===== config.mk =====
export PLATFORM = sky130hd
export DESIGN_NAME = wwdt_core
export DESIGN_NICKNAME = d
export VERILOG_FILES = /design/src/wwdt_pkg.sv /design/src/wwdt_core.sv
export VERILOG_INCLUDE_DIRS = /design/src
export SDC_FILE = /design/constraint.sdc
export NUM_CORES = 1
export LEC_CHECK = 0
export BUFFER_PORTS_ARGS = -buffer_cell sky130_fd_sc_hd__buf_2
export CORE_MARGIN = 1.5
export CORE_UTILIZATION = 25
export CTS_CLUSTER_SIZE = 30
export DETAILED_ROUTE_END_ITERATION = 7
export GPL_TIMING_DRIVEN = 0
export PLACE_DENSITY_LB_ADDON = 0.12
export SKIP_LAST_GASP = 1
export SLEW_MARGIN = 20
export SYNTH_ARGS = -nofsm -noshare
export SYNTH_HDL_FRONTEND = slang
export SYNTH_SLANG_ARGS = --single-unit

===== constraint.sdc =====
create_clock -name clk_sys_i -period 5.2 [get_ports clk_sys_i]
set_input_delay 0.52 -clock clk_sys_i [delete_from_list [all_inputs] [get_ports clk_sys_i]]
set_output_delay 0.52 -clock clk_sys_i [all_outputs]
set_load 0.01 [all_outputs]

===== src/wwdt_consts.svh =====
// Constants of the windowed watchdog: register offsets, field layout,
// reset values and divider counts.
// Assumes a 200 MHz system clock and a plain register port.
`ifndef WWDT_CONSTS_SVH
`define WWDT_CONSTS_SVH

// Register offsets (byte addresses on the 8-bit register port).
`define WWDT_ADDR_CTL0      4'h0
`define WWDT_ADDR_CTL1      4'h1
`define WWDT_ADDR_CNT_LO    4'h2
`define WWDT_ADDR_CNT_MID   4'h3
`define WWDT_ADDR_TMR       4'h4
`define WWDT_ADDR_PWR       4'h5
`define WWDT_ADDR_IRQ_STAT  4'h6
`define WWDT_ADDR_IRQ_MASK  4'h7

// Reset value, software strap codes and field limits.
`define WWDT_PS_DEFAULT     5'h0b
`define WWDT_PS_STRAP_SW    5'h1f
`define WWDT_PS_MAX         5'h12
`define WWDT_CS_STRAP_SW    3'h7
`define WWDT_WIN_STRAP_SW   3'h7
`define WWDT_WIN_FULL       3'h7

// Oscillator tick dividers from 200 MHz: 31 kHz and 31.25 kHz.
`define WWDT_CLK_HZ         200000000
`define WWDT_LF_HZ          31000
`define WWDT_MF_HZ          31250
`define WWDT_LF_DIV         (`WWDT_CLK_HZ / `WWDT_LF_HZ)
`define WWDT_MF_DIV         (`WWDT_CLK_HZ / `WWDT_MF_HZ)

// Prescaler is 5 bits of base 1:32 plus up to 18 doublings.
`define WWDT_BASE_LOG2      5
`define WWDT_CNT_W          28

// Event bits in the interrupt status register.
`define WWDT_EV_TIMEOUT     0
`define WWDT_EV_VIOLATE     1
`define WWDT_EV_WAKE        2
`define WWDT_EV_W           3

`endif


===== src/wwdt_pkg.sv =====
// Types shared by the windowed watchdog.
// Assumes the constants header is included where numbers are needed.
`default_nettype none

package wwdt_pkg;
    // Power state of the core as seen by the watchdog.
    typedef enum logic [1:0] {
        WWDT_RUN   = 2'b00,
        WWDT_IDLE  = 2'b01,
        WWDT_SLEEP = 2'b10
    } wwdt_pwr_t;
endpackage

`default_nettype wire


===== src/wwdt_core.sv =====
// Windowed watchdog core with register port, sticky events and interrupt.
// Assumes straps are stable and power, OSC_STARTUP_TIMER and clear inputs are synchronous.
`timescale 1ns/1ps
`include "wwdt_consts.svh"
`default_nettype none

module wwdt_core (
    // Clock and reset.
    input  wire logic       clk_sys_i,
    input  wire logic       nrst_i,
    // Configuration straps and power-on indication.
    input  wire logic [1:0] wd_mode_cfg_i,
    input  wire logic [4:0] wd_period_cfg_i,
    input  wire logic [2:0] wd_clk_cfg_i,
    input  wire logic [2:0] open_span_cfg_i,
    input  wire logic       por_i,
    // Core status and commands.
    input  wire logic [1:0] pwr_state_i,
    input  wire logic       osc_startup_timer_i,
    input  wire logic       wd_clear_instr_i,
    // Register port.
    input  wire logic [3:0] reg_addr_i,
    input  wire logic [7:0] reg_wdata_i,
    input  wire logic       reg_wr_i,
    input  wire logic       reg_rd_i,
    output logic      [7:0] reg_rdata_o,
    // Outcomes.
    output logic            wd_reset_o,
    output logic            wd_wake_o,
    output logic            timeout_status_o,
    output logic            powerdown_status_o,
    output logic            irq_o
);

    ////////////////////////////////////////////////////////////////////////
    // Registers and state.
    logic [4:0]  period_r;
    logic        sw_on_r;
    logic [2:0]  clk_sel_r;
    logic [2:0]  span_r;
    logic        viol_flag_r;
    logic        armed_r;
    logic [`WWDT_CNT_W-1:0] cnt_r;
    logic [12:0] div_r;
    logic        tick_r;
    logic [1:0]  pwr_q_r;
    logic [`WWDT_EV_W-1:0] ev_r;
    logic [`WWDT_EV_W-1:0] mask_r;
    logic        strap_done_r;
    logic        por_meta_r;
    logic        por_sync_r;

    wwdt_pkg::wwdt_pwr_t pwr;
    assign pwr = wwdt_pkg::wwdt_pwr_t'(pwr_state_i);

    logic        active;
    logic        windowed;
    logic [2:0]  span_eff;
    logic [2:0]  clk_eff;
    logic [4:0]  ps_eff;
    logic [`WWDT_CNT_W-1:0] limit;
    logic [`WWDT_CNT_W-1:0] delay;
    logic        expire;
    logic        in_window;
    logic        ctl_write;
    logic        arm_read;
    logic        violate;
    logic        good_clear;
    logic        sleep_edge;
    logic        clr_cnt;
    logic        fire;

    // Mode table of the four configuration settings.
    always_comb begin
        case (wd_mode_cfg_i)
            2'b11:   active = 1'b1;
            2'b10:   active = (pwr != wwdt_pkg::WWDT_SLEEP);
            2'b01:   active = sw_on_r;
            default: active = 1'b0;
        endcase
    end

    // Window and clock sources; the register only counts when strapped 111.
    assign span_eff = (open_span_cfg_i == `WWDT_WIN_STRAP_SW) ?
                      span_r : open_span_cfg_i;
    assign clk_eff  = (wd_clk_cfg_i == `WWDT_CS_STRAP_SW) ?
                      clk_sel_r : wd_clk_cfg_i;
    assign windowed = (span_eff != `WWDT_WIN_FULL);

    // Reserved selects fall back to the shortest period.
    assign ps_eff = (period_r > `WWDT_PS_MAX) ? 5'h00 : period_r;
    assign limit  = `WWDT_CNT_W'(1) << (`WWDT_BASE_LOG2 + ps_eff);

    // Closed part is (7 - span)/8 of the period, 87.5% down to 0.
    assign delay = `WWDT_CNT_W'((limit >> 3) *
                   (`WWDT_CNT_W'(3'h7 - span_eff)));
    assign in_window = (cnt_r >= delay);

    assign ctl_write = reg_wr_i && (reg_addr_i == `WWDT_ADDR_CTL0 ||
                                    reg_addr_i == `WWDT_ADDR_CTL1);
    assign arm_read  = reg_rd_i && (reg_addr_i == `WWDT_ADDR_CTL0);

    // With a window set, a clear is bad outside the window or when not armed.
    assign violate = active && windowed && wd_clear_instr_i &&
                     (!in_window || !armed_r);
    assign good_clear = active && wd_clear_instr_i && !violate;
    assign expire = active && tick_r && (cnt_r >= limit - 1'b1);

    assign sleep_edge = (pwr_q_r == 2'(wwdt_pkg::WWDT_SLEEP)) !=
                        (pwr == wwdt_pkg::WWDT_SLEEP);
    // A violation requests a device reset while running, and any reset clears the count.
    assign clr_cnt = good_clear || violate || sleep_edge || !active ||
                     osc_startup_timer_i || ctl_write || expire;
    assign fire = expire || violate;

    ////////////////////////////////////////////////////////////////////////
    // Oscillator tick: one-cycle enable at the selected rate.
    // Dividing by whole system clocks leaves the low rate a hair fast,
    // which is far inside the tolerance of the oscillator it stands for.
    always_ff @(posedge clk_sys_i or negedge nrst_i) begin
        if (!nrst_i) begin
            div_r  <= 13'h0000;
            tick_r <= 1'b0;
        end else if (div_r == 13'((clk_eff == 3'h1 ? `WWDT_MF_DIV :
                                   `WWDT_LF_DIV) - 1)) begin
            div_r  <= 13'h0000;
            tick_r <= 1'b1;
        end else begin
            div_r  <= div_r + 13'h0001;
            tick_r <= 1'b0;
        end
    end

    // Previous power state for Sleep entry and exit.
    always_ff @(posedge clk_sys_i or negedge nrst_i) begin
        if (!nrst_i) begin
            pwr_q_r <= 2'h0;
        end else begin
            pwr_q_r <= pwr_state_i;
        end
    end

    // Watchdog count.
    always_ff @(posedge clk_sys_i or negedge nrst_i) begin
        if (!nrst_i) begin
            cnt_r <= '0;
        end else if (clr_cnt) begin
            cnt_r <= '0;
        end else if (tick_r) begin
            cnt_r <= cnt_r + 1'b1;
        end
    end

    // Arming: a read of control zero arms, any clear attempt disarms.
    // A read that meets a clear in one cycle wins, so that clear is judged
    // on the arming from before it and the following one is armed.
    always_ff @(posedge clk_sys_i or negedge nrst_i) begin
        if (!nrst_i) begin
            armed_r <= 1'b0;
        end else if (arm_read) begin
            armed_r <= 1'b1;
        end else if (wd_clear_instr_i || clr_cnt) begin
            armed_r <= 1'b0;
        end
    end

    ////////////////////////////////////////////////////////////////////////
    // Control registers; strap-loaded fields are caught after reset release.
    always_ff @(posedge clk_sys_i or negedge nrst_i) begin
        if (!nrst_i) begin
            strap_done_r <= 1'b0;
            period_r     <= `WWDT_PS_DEFAULT;
            sw_on_r      <= 1'b0;
            clk_sel_r    <= 3'h0;
            span_r       <= 3'h0;
        end else if (!strap_done_r) begin
            strap_done_r <= 1'b1;
            period_r     <= (wd_period_cfg_i == `WWDT_PS_STRAP_SW) ?
                            `WWDT_PS_DEFAULT : wd_period_cfg_i;
            span_r       <= open_span_cfg_i;
        end else if (reg_wr_i && reg_addr_i == `WWDT_ADDR_CTL0) begin
            if (wd_period_cfg_i == `WWDT_PS_STRAP_SW) begin
                period_r <= reg_wdata_i[5:1];
            end
            sw_on_r <= reg_wdata_i[0];
        end else if (reg_wr_i && reg_addr_i == `WWDT_ADDR_CTL1) begin
            if (wd_clk_cfg_i == `WWDT_CS_STRAP_SW) begin
                clk_sel_r <= reg_wdata_i[6:4];
            end
            if (open_span_cfg_i == `WWDT_WIN_STRAP_SW) begin
                span_r <= reg_wdata_i[2:0];
            end
        end
    end

    // Power-on indication comes from the supply detector, not from this
    // clock, so it passes two flip-flops before the flag logic reads it.
    // Both stages come up set: a reset means a power-on may just have passed.
    always_ff @(posedge clk_sys_i or negedge nrst_i) begin
        if (!nrst_i) begin
            por_meta_r <= 1'b1;
            por_sync_r <= 1'b1;
        end else begin
            por_meta_r <= por_i;
            por_sync_r <= por_meta_r;
        end
    end

    // Violation flag: power-on sets, violation clears, firmware may set.
    always_ff @(posedge clk_sys_i or negedge nrst_i) begin
        if (!nrst_i) begin
            viol_flag_r <= 1'b1;
        end else if (por_sync_r) begin
            viol_flag_r <= 1'b1;
        end else if (violate) begin
            viol_flag_r <= 1'b0;
        end else if (reg_wr_i && reg_addr_i == `WWDT_ADDR_PWR &&
                     reg_wdata_i[0]) begin
            viol_flag_r <= 1'b1;
        end
    end

    ////////////////////////////////////////////////////////////////////////
    // Outcomes: reset when awake, wake when idle or asleep.
    always_ff @(posedge clk_sys_i or negedge nrst_i) begin
        if (!nrst_i) begin
            wd_reset_o         <= 1'b0;
            wd_wake_o          <= 1'b0;
            timeout_status_o   <= 1'b1;
            powerdown_status_o <= 1'b1;
        end else begin
            wd_reset_o <= fire && (pwr == wwdt_pkg::WWDT_RUN);
            wd_wake_o  <= fire && (pwr != wwdt_pkg::WWDT_RUN);
            if (pwr == wwdt_pkg::WWDT_SLEEP && expire) begin
                timeout_status_o   <= 1'b0;
                powerdown_status_o <= 1'b0;
            end else if (good_clear) begin
                timeout_status_o   <= 1'b1;
                powerdown_status_o <= 1'b1;
            end
        end
    end

    // Sticky events; set wins over a write-one-to-clear.
    genvar g;
    generate
        for (g = 0; g < `WWDT_EV_W; g++) begin : g_ev
            logic set_ev;
            assign set_ev = (g == `WWDT_EV_TIMEOUT) ? expire :
                            (g == `WWDT_EV_VIOLATE) ? violate :
                            (fire && pwr != wwdt_pkg::WWDT_RUN);
            always_ff @(posedge clk_sys_i or negedge nrst_i) begin
                if (!nrst_i) begin
                    ev_r[g] <= 1'b0;
                end else if (set_ev) begin
                    ev_r[g] <= 1'b1;
                end else if (reg_wr_i && reg_addr_i == `WWDT_ADDR_IRQ_STAT &&
                             reg_wdata_i[g]) begin
                    ev_r[g] <= 1'b0;
                end
            end
        end
    endgenerate

    // Mask register and interrupt level.
    always_ff @(posedge clk_sys_i or negedge nrst_i) begin
        if (!nrst_i) begin
            mask_r <= '0;
            irq_o  <= 1'b0;
        end else begin
            if (reg_wr_i && reg_addr_i == `WWDT_ADDR_IRQ_MASK) begin
                mask_r <= reg_wdata_i[`WWDT_EV_W-1:0];
            end
            irq_o <= |(ev_r & mask_r);
        end
    end

    ////////////////////////////////////////////////////////////////////////
    // Read data one cycle after the strobe; unmapped reads return zero.
    always_ff @(posedge clk_sys_i or negedge nrst_i) begin
        if (!nrst_i) begin
            reg_rdata_o <= 8'h00;
        end else if (reg_rd_i) begin
            if (reg_addr_i == `WWDT_ADDR_CTL0) begin
                reg_rdata_o <= {2'b00, period_r, sw_on_r};
            end else if (reg_addr_i == `WWDT_ADDR_CTL1) begin
                reg_rdata_o <= {1'b0, clk_eff, 1'b0, span_eff};
            end else if (reg_addr_i == `WWDT_ADDR_CNT_LO) begin
                reg_rdata_o <= cnt_r[7:0];
            end else if (reg_addr_i == `WWDT_ADDR_CNT_MID) begin
                reg_rdata_o <= cnt_r[15:8];
            end else if (reg_addr_i == `WWDT_ADDR_TMR) begin
                reg_rdata_o <= {1'b0, cnt_r[21:18], armed_r, cnt_r[17:16]};
            end else if (reg_addr_i == `WWDT_ADDR_PWR) begin
                reg_rdata_o <= {7'h00, viol_flag_r};
            end else if (reg_addr_i == `WWDT_ADDR_IRQ_STAT) begin
                reg_rdata_o <= {5'h00, ev_r};
            end else if (reg_addr_i == `WWDT_ADDR_IRQ_MASK) begin
                reg_rdata_o <= {5'h00, mask_r};
            end else begin
                reg_rdata_o <= 8'h00;
            end
        end else begin
            reg_rdata_o <= 8'h00;
        end
    end

endmodule

`default_nettype wire


## Word-level counts from Yosys, hierarchy flattened

Index checks and enable logic that the tools add are counted.
Widths: inputs -> output; s select.

| word-level totals | value |
|---|---|
| register bits after elaboration | 79 |
| latch bits | 0 |
| memory bits (writable) | 0 |
| ROM bits | 0 |
| input port bits | 34 |
| output and inout port bits | 13 |
| logic and storage cells | 149 |
| memories | 0 |

| operators by class | value |
|---|---|
| add/subtract/negate cells | 6 |
| multiply operators | 1 |
| divide/modulo/power cells | 0 |
| order comparisons | 3 |
| eq/ne operators | 25 |
| shift operators | 1 |
| muxes and demuxes | 39 |
| bitwise operators | 2 |
| reduce and logical (&&, ||, !) cells | 50 |

Operators by type and width:

| operator | number |
|---|---|
| $ge 28x28->1 | 2 |
| $mux 28 | 2 |
| $mux 8 | 5 |
| $add 28x1->28 const B | 1 |
| $mul 26x4->28 | 1 |
| $shl 1x6->28 const A | 1 |
| $sub 28x1->28 const B | 1 |
| $mux 3 | 9 |
| $mux 5 | 5 |
| $logic_and 1x1->1 | 21 |
| $eq 4x3->1 const B | 4 |
| $mux 1 | 14 |
| $reduce_bool 2->1 | 7 |
| $add 13x1->13 const B | 1 |
| $eq 13x13->1 | 1 |
| $mux 13 | 1 |
| $sub 13x1->13 const B | 1 |
| $logic_or 1x1->1 | 10 |
| $eq 2x2->1 const B | 4 |
| $eq 4x2->1 const B | 2 |
| $ne 2x1->1 const B | 4 |
| $mux 7 | 1 |
| $add 3x5->6 const A | 1 |
| $eq 3x3->1 const B | 2 |
| 21 further kinds | 26 |

## Longest topological paths before layout

| depth | value |
|---|---|
| word-level depth | 20 |
| depth in mapped cells | 26 |
| gate-level depth less buffers | 25 |

## Worst setup path after synthesis

No wires, ideal clock.

| timing | value |
|---|---|
| kind | input to register |
| start | input port open_span_cfg_i[2] |
| end | register powerdown_status_o |
| library setup time | 0.084 ns |
| data arrival time | 5.531 ns |
| data required time | 5.116 ns |
| slack | -0.415 ns |
| stages on the path | 24 |
| path buffers | 2 |
| path through | nand2_1 > o21a_1 > clkbuf_1 > clkbuf_1 > nor2_1 > ha_1 > inv_1 > fa_1 > inv_1 > ha_1 > a211oi_1 > nor2_1 > o311a_4 > a2111oi_4 > nand2b_1 > xor2_1 > ha_1 > a21o_1 > a21o_1 > a2111oi_0 > o21ai_0 > a21oi_1 > nor3_1 > o32a_1 |

| between the ends | value |
|---|---|
| longest elaborated chain between the ends | 11 |
| elaborated cells on any way between the ends | 14 |
| classes of those cells | add/sub: 1; mul: 1; order compare: 1; eq/ne: 2; mux: 1; reduce/logical: 8 |

RTL lines:

| what | line | RTL |
|---|---|---|
| from (decl) | wwdt_core.sv:15 | `input wire logic [2:0] open_span_cfg_i,` |
| $eq 3x3->1 (no source line) | n/a |  |
| $mux 3 (*) | wwdt_core.sv:84 | `` assign span_eff = (open_span_cfg_i == `WWDT_WIN_STRAP_SW) ? `` |
| $sub 3x3->4 | wwdt_core.sv:96 | `` (`WWDT_CNT_W'(3'h7 - span_eff))); `` |
| $mul 26x4->28 | wwdt_core.sv:95 | `` assign delay = `WWDT_CNT_W'((limit >> 3) * `` |
| $ge 28x28->1 | wwdt_core.sv:97 | `assign in_window = (cnt_r >= delay);` |
| $logic_not 1->1 | wwdt_core.sv:105 | `(!in_window \|\| !armed_r);` |
| $logic_or 1x1->1 | wwdt_core.sv:105 |  |
| $logic_and 1x1->1 (*) | wwdt_core.sv:104 | `assign violate = active && windowed && wd_clear_instr_i &&` |
| $logic_not 1->1 (*) | wwdt_core.sv:106 | `assign good_clear = active && wd_clear_instr_i && !violate;` |
| $logic_and 1x1->1 (*) | wwdt_core.sv:106 |  |
| $reduce_bool 2->1 (no source line) (*) | n/a |  |
| to (signal assigned) | wwdt_core.sv:230 | `powerdown_status_o <= 1'b1;` |
| to (signal assigned) | wwdt_core.sv:236 | `powerdown_status_o <= 1'b0;` |
| to (signal assigned) | wwdt_core.sv:239 | `powerdown_status_o <= 1'b1;` |
| to (decl) | wwdt_core.sv:31 | `output logic powerdown_status_o,` |

Mark *: on every way between the ends. The rest lies on a longest branch, timed or not.
A chain may end at the register's enable or synchronous reset.

## Final worst setup path

| timing | value |
|---|---|
| start | register period_r[3] |
| end | register powerdown_status_o |

| between the ends | value |
|---|---|
| longest elaborated chain between the ends | 12 |
| elaborated cells on any way between the ends | 17 |
| classes of those cells | add/sub: 2; mul: 1; order compare: 3; shift: 1; mux: 2; reduce/logical: 8 |

RTL lines:

| what | line | RTL |
|---|---|---|
| from (decl) | wwdt_core.sv:37 | `logic [4:0] period_r;` |
| from (signal assigned) | wwdt_core.sv:172 | `` period_r <= `WWDT_PS_DEFAULT; `` |
| from (signal assigned) | wwdt_core.sv:178 | `` period_r <= (wd_period_cfg_i == `WWDT_PS_STRAP_SW) ? `` |
| from (signal assigned) | wwdt_core.sv:183 | `period_r <= reg_wdata_i[5:1];` |
| $gt 5x5->1 (no source line) | n/a |  |
| $mux 5 (*) | wwdt_core.sv:91 | `` assign ps_eff = (period_r > `WWDT_PS_MAX) ? 5'h00 : period_r; `` |
| $add 3x5->6 (no source line) (*) | n/a |  |
| $shl 1x6->28 (no source line) (*) | n/a |  |
| $mul 26x4->28 | wwdt_core.sv:95 |  |
| $ge 28x28->1 | wwdt_core.sv:97 |  |
| $logic_not 1->1 | wwdt_core.sv:105 |  |
| $logic_or 1x1->1 | wwdt_core.sv:105 |  |
| $logic_and 1x1->1 | wwdt_core.sv:104 |  |
| $logic_not 1->1 | wwdt_core.sv:106 |  |
| $logic_and 1x1->1 | wwdt_core.sv:106 |  |
| $reduce_bool 2->1 (no source line) | n/a |  |

Marked as above.

==> impl_metrics.yaml <==
synthesis:
  synth.avg_cell_area_um2: 8.29
  ys_top_cells_by_area: "dfrtp_1 22%, ha_1 17%, nor2_1 6.2%"
  synth_cell_type_count: 67
  synthFlopType: "dfrtp_1"
  synth_commonest_cells: "135 x nor2_1, 112 x ha_1, 85 x nand2_1"
  synth_top_area_share_pct: 22.1
  synth_seq_cells: 79
  synth.most_common_cell: "nor2_1"
  syn-cell-area_um2: 8160
  synth_edf_count: 0
  syn-instance-count: 984
  synth_top_area_cell: "dfrtp_1"
  yosys_warnings: 0
  seq_area_frac_synth_pct: 24.3
  async_reset_ff_share_pct: 100
floorplan:
  die_w_um: 184
  fp-row-count: 65
  dieArea_um2: 33700
  die_y_um: 184
  start_util_pct: 25.7
  io_pins: 47
  core_area_um2: 31800
critical_path:
  crit_chain: "clkbuf_16 -> nor3_4 -> nand3_2 -> nor2_1 -> ha_1 -> fa_1 -> ha_4 -> or3_4 -> o311a_4 -> a2111oi_4 -> nand2b_4 -> xor2_2 -> ha_1 -> a21o_1 -> a21o_1 -> a2111oi_4 -> o21ai_2 -> a21oi_2 -> buf_6 -> nor3_2 -> o32a_1"
  required_ps: 5470
  start_kind: "flop"
  endpoint_kind: "flop"
  cp.arrival_ps: 5600
  max_stage_delay_ps: 520
  cpMaxStageDelayCell: "fa_1"
  worst-path-max-fanout: 7
  crit_type: "reg2reg"
sta:
  max_freq_mhz: 187
  setup_viol: 5
  maxSlewViolCount: 0
  finalHoldViolCount: 0
  setup_ws_ps: -134
  rsz0062_at_grt: "yes"
  timing.max_slew.rel_slack_pct: 45.5
  min_period_ps: 5330
  worst_slew_pin_slew_ps: 818
  fin_setup_tns_ps: -318
  period_share_pct: 103
  fin_skew_ps: 8.30
final_layout:
  syn_to_final_growth_pct: 23.7
  multiInputGateArea_um2: 6220
  layout.nets: 1260
  num_antenna_cells: 0
  drive_above_1_share_pct: 17.4
  seq_area_um2: 1990
  final.fill_count: 3389
placement:
  gp_congestion: 0.818
  dp_hpwl_mm: 20.3
  io_buffers: 44
clocking:
  cts-hold-fix-buffers: 0
  cts_buffers: 9
  clockBufferDepth: 2
  cts_max_level: 3
  insertion_delay_ps: 340
  cts_tree: "built"
  cts_sinks: 79
  cts-root-buf: "clkbuf_16"
  clk_pin_slew_ps: 60
route:
  drc: 0
  routedWlPerCell_um: 16.6
  vias: 7269
  dr.pass1.iters: 5
  drt-total-wl_mm: 25.4
  vias_per_cell: 4.75
  drtAntennaViolNets: 0
  drtIter0Drc: 335
power:
  p_leak_nw: 4.53
  p_per_area_nw_per_um2: 200
  ir_worst_vdd_mv: 0.125
  total_power_w: 0.00202
global_route:
  grt_use_total_pct: 15.7
  grt_max_degree: 43
  grt_pass1_wl_mm: 41.2
  overflow: 0
  antenna_found_initial: 0
  grt_pass1_vias: 7346
hold_path:
  hold_path_class: "in2async"
run_status:
  violations: "negative setup slack"
  status: "complete, but fails checks"
flow_run:
  maxCapViolCount: 0
-- power breakdown --
part | total, W | switching (W) | leakage [nW] | internal, W
combinational | 0.000631 | 0.000352 | 3.38 | 0.000279
sequential | 0.000759 | 0.0000711 | 1.01 | 0.000688
clock | 0.000631 | 0.000258 | 0.136 | 0.000373
total | 0.00202 | 0.000681 | 4.53 | 0.00134
-- metrics by stage --
step	util, %	worst slack [ps]	instances	cell area [µm²]	hold WS [ps]
floorplan	-	38.4	1010	8320	224
global placement	28.6	-1330	1489	9090	349
detailed placement	28.7	-1300	1490	9120	348
CTS	31.3	-223	1528	9960	176
global route	31.7	-402	1531	10100	192
finish	31.7	-134	1531	10100	160
-- per-layer routing --
layer  global-route usage (%)  up-vias  wire length [µm]
met3                     2.08       10               764
met5                        0        -                 0
met2                     25.9      116             12000
met1                     22.2     3500             12500
met4                     2.33        0               110
li1                         -     3643                 -
-- timing repair --
action	in CTS	in global routing
gates resized for setup	82	24
pin swaps	28	21
setup endpoints to repair	6	6
buffers inserted	24	3
-- critical path, delay by kind of cell (launching register included) --
kind            cells  cell delay [ps]
xor+xnor            1              150
flops               1              390
simple gates        6             1170
buf+inv             2              290
compound gates      8             1990
fa+ha+maj           4             1250
-- layout make-up --
cell class | instances | area share, %
clock inverters | 5 | 0.583
plain buffers | 27 | 2.60
multi-input cells | 821 | 61.7
repair buffers | 72 | 4.77
inverters | 81 | 3.01
clock buffers | 11 | 2.31
well taps | 435 | 5.39
flip-flops and latches | 79 | 19.7
-- cells in the final DEF, fill, tap and decap left out, drive strengths merged, types with 32 or more instances in the layout --
| cell | count |
|---|---|
| inv | 82 |
| dfrtp | 72 |
| nand2 | 85 |
| ha | 112 |
| xor2 | 37 |
| o21ai | 37 |
| nand3 | 33 |
| buf | 82 |
| a21oi | 58 |
| nor2 | 135 |
| nand4 | 32 |
-- state kept, by name, indices dropped and copies added (netlist names), 2 cells and up --
register	count
ev_r	3
span_r	3
period_r	5
clk_sel_r	3
pwr_q_r	2
reg_rdata_o	8
cnt_r	28
div_r	13
mask_r	3
-- worst paths after layout --
check	start	end	slack [ps]	cells past startpoint
max	period_r[3]$_DFFE_PN1P_	powerdown_status_o$_DFFE_PN1P_	-130	21
min	nrst_i	cnt_r[27]$_DFFE_PN0P_	160	1
max reg2reg	period_r[3]$_DFFE_PN1P_	powerdown_status_o$_DFFE_PN1P_	-130	21
min reg2reg	por_meta_r$_DFF_PN1_	por_sync_r$_DFF_PN1_	360	0
max in group asynchronous	nrst_i	period_r[1]$_DFFE_PN1P_	4400	2
min in group clk_sys_i	por_i	por_meta_r$_DFF_PN1_	280	1
-- kinds of logic (layout without fill, tap and decap cells) --
kind of cell | count (synthesis) | in the layout | share of synthesized area, %
compound gates | 181 | 181 | 14.7
xor+xnor | 63 | 63 | 6.76
fa+ha+maj | 135 | 135 | 22.8
buf+inv | 110 | 196 | 5.32
flops | 79 | 79 | 24.3
mux | 22 | 22 | 3.19
other cells | 2 | 28 | 0.0921
simple gates | 392 | 392 | 22.8
No activity file was read; power rests on OpenSTA's default activity.
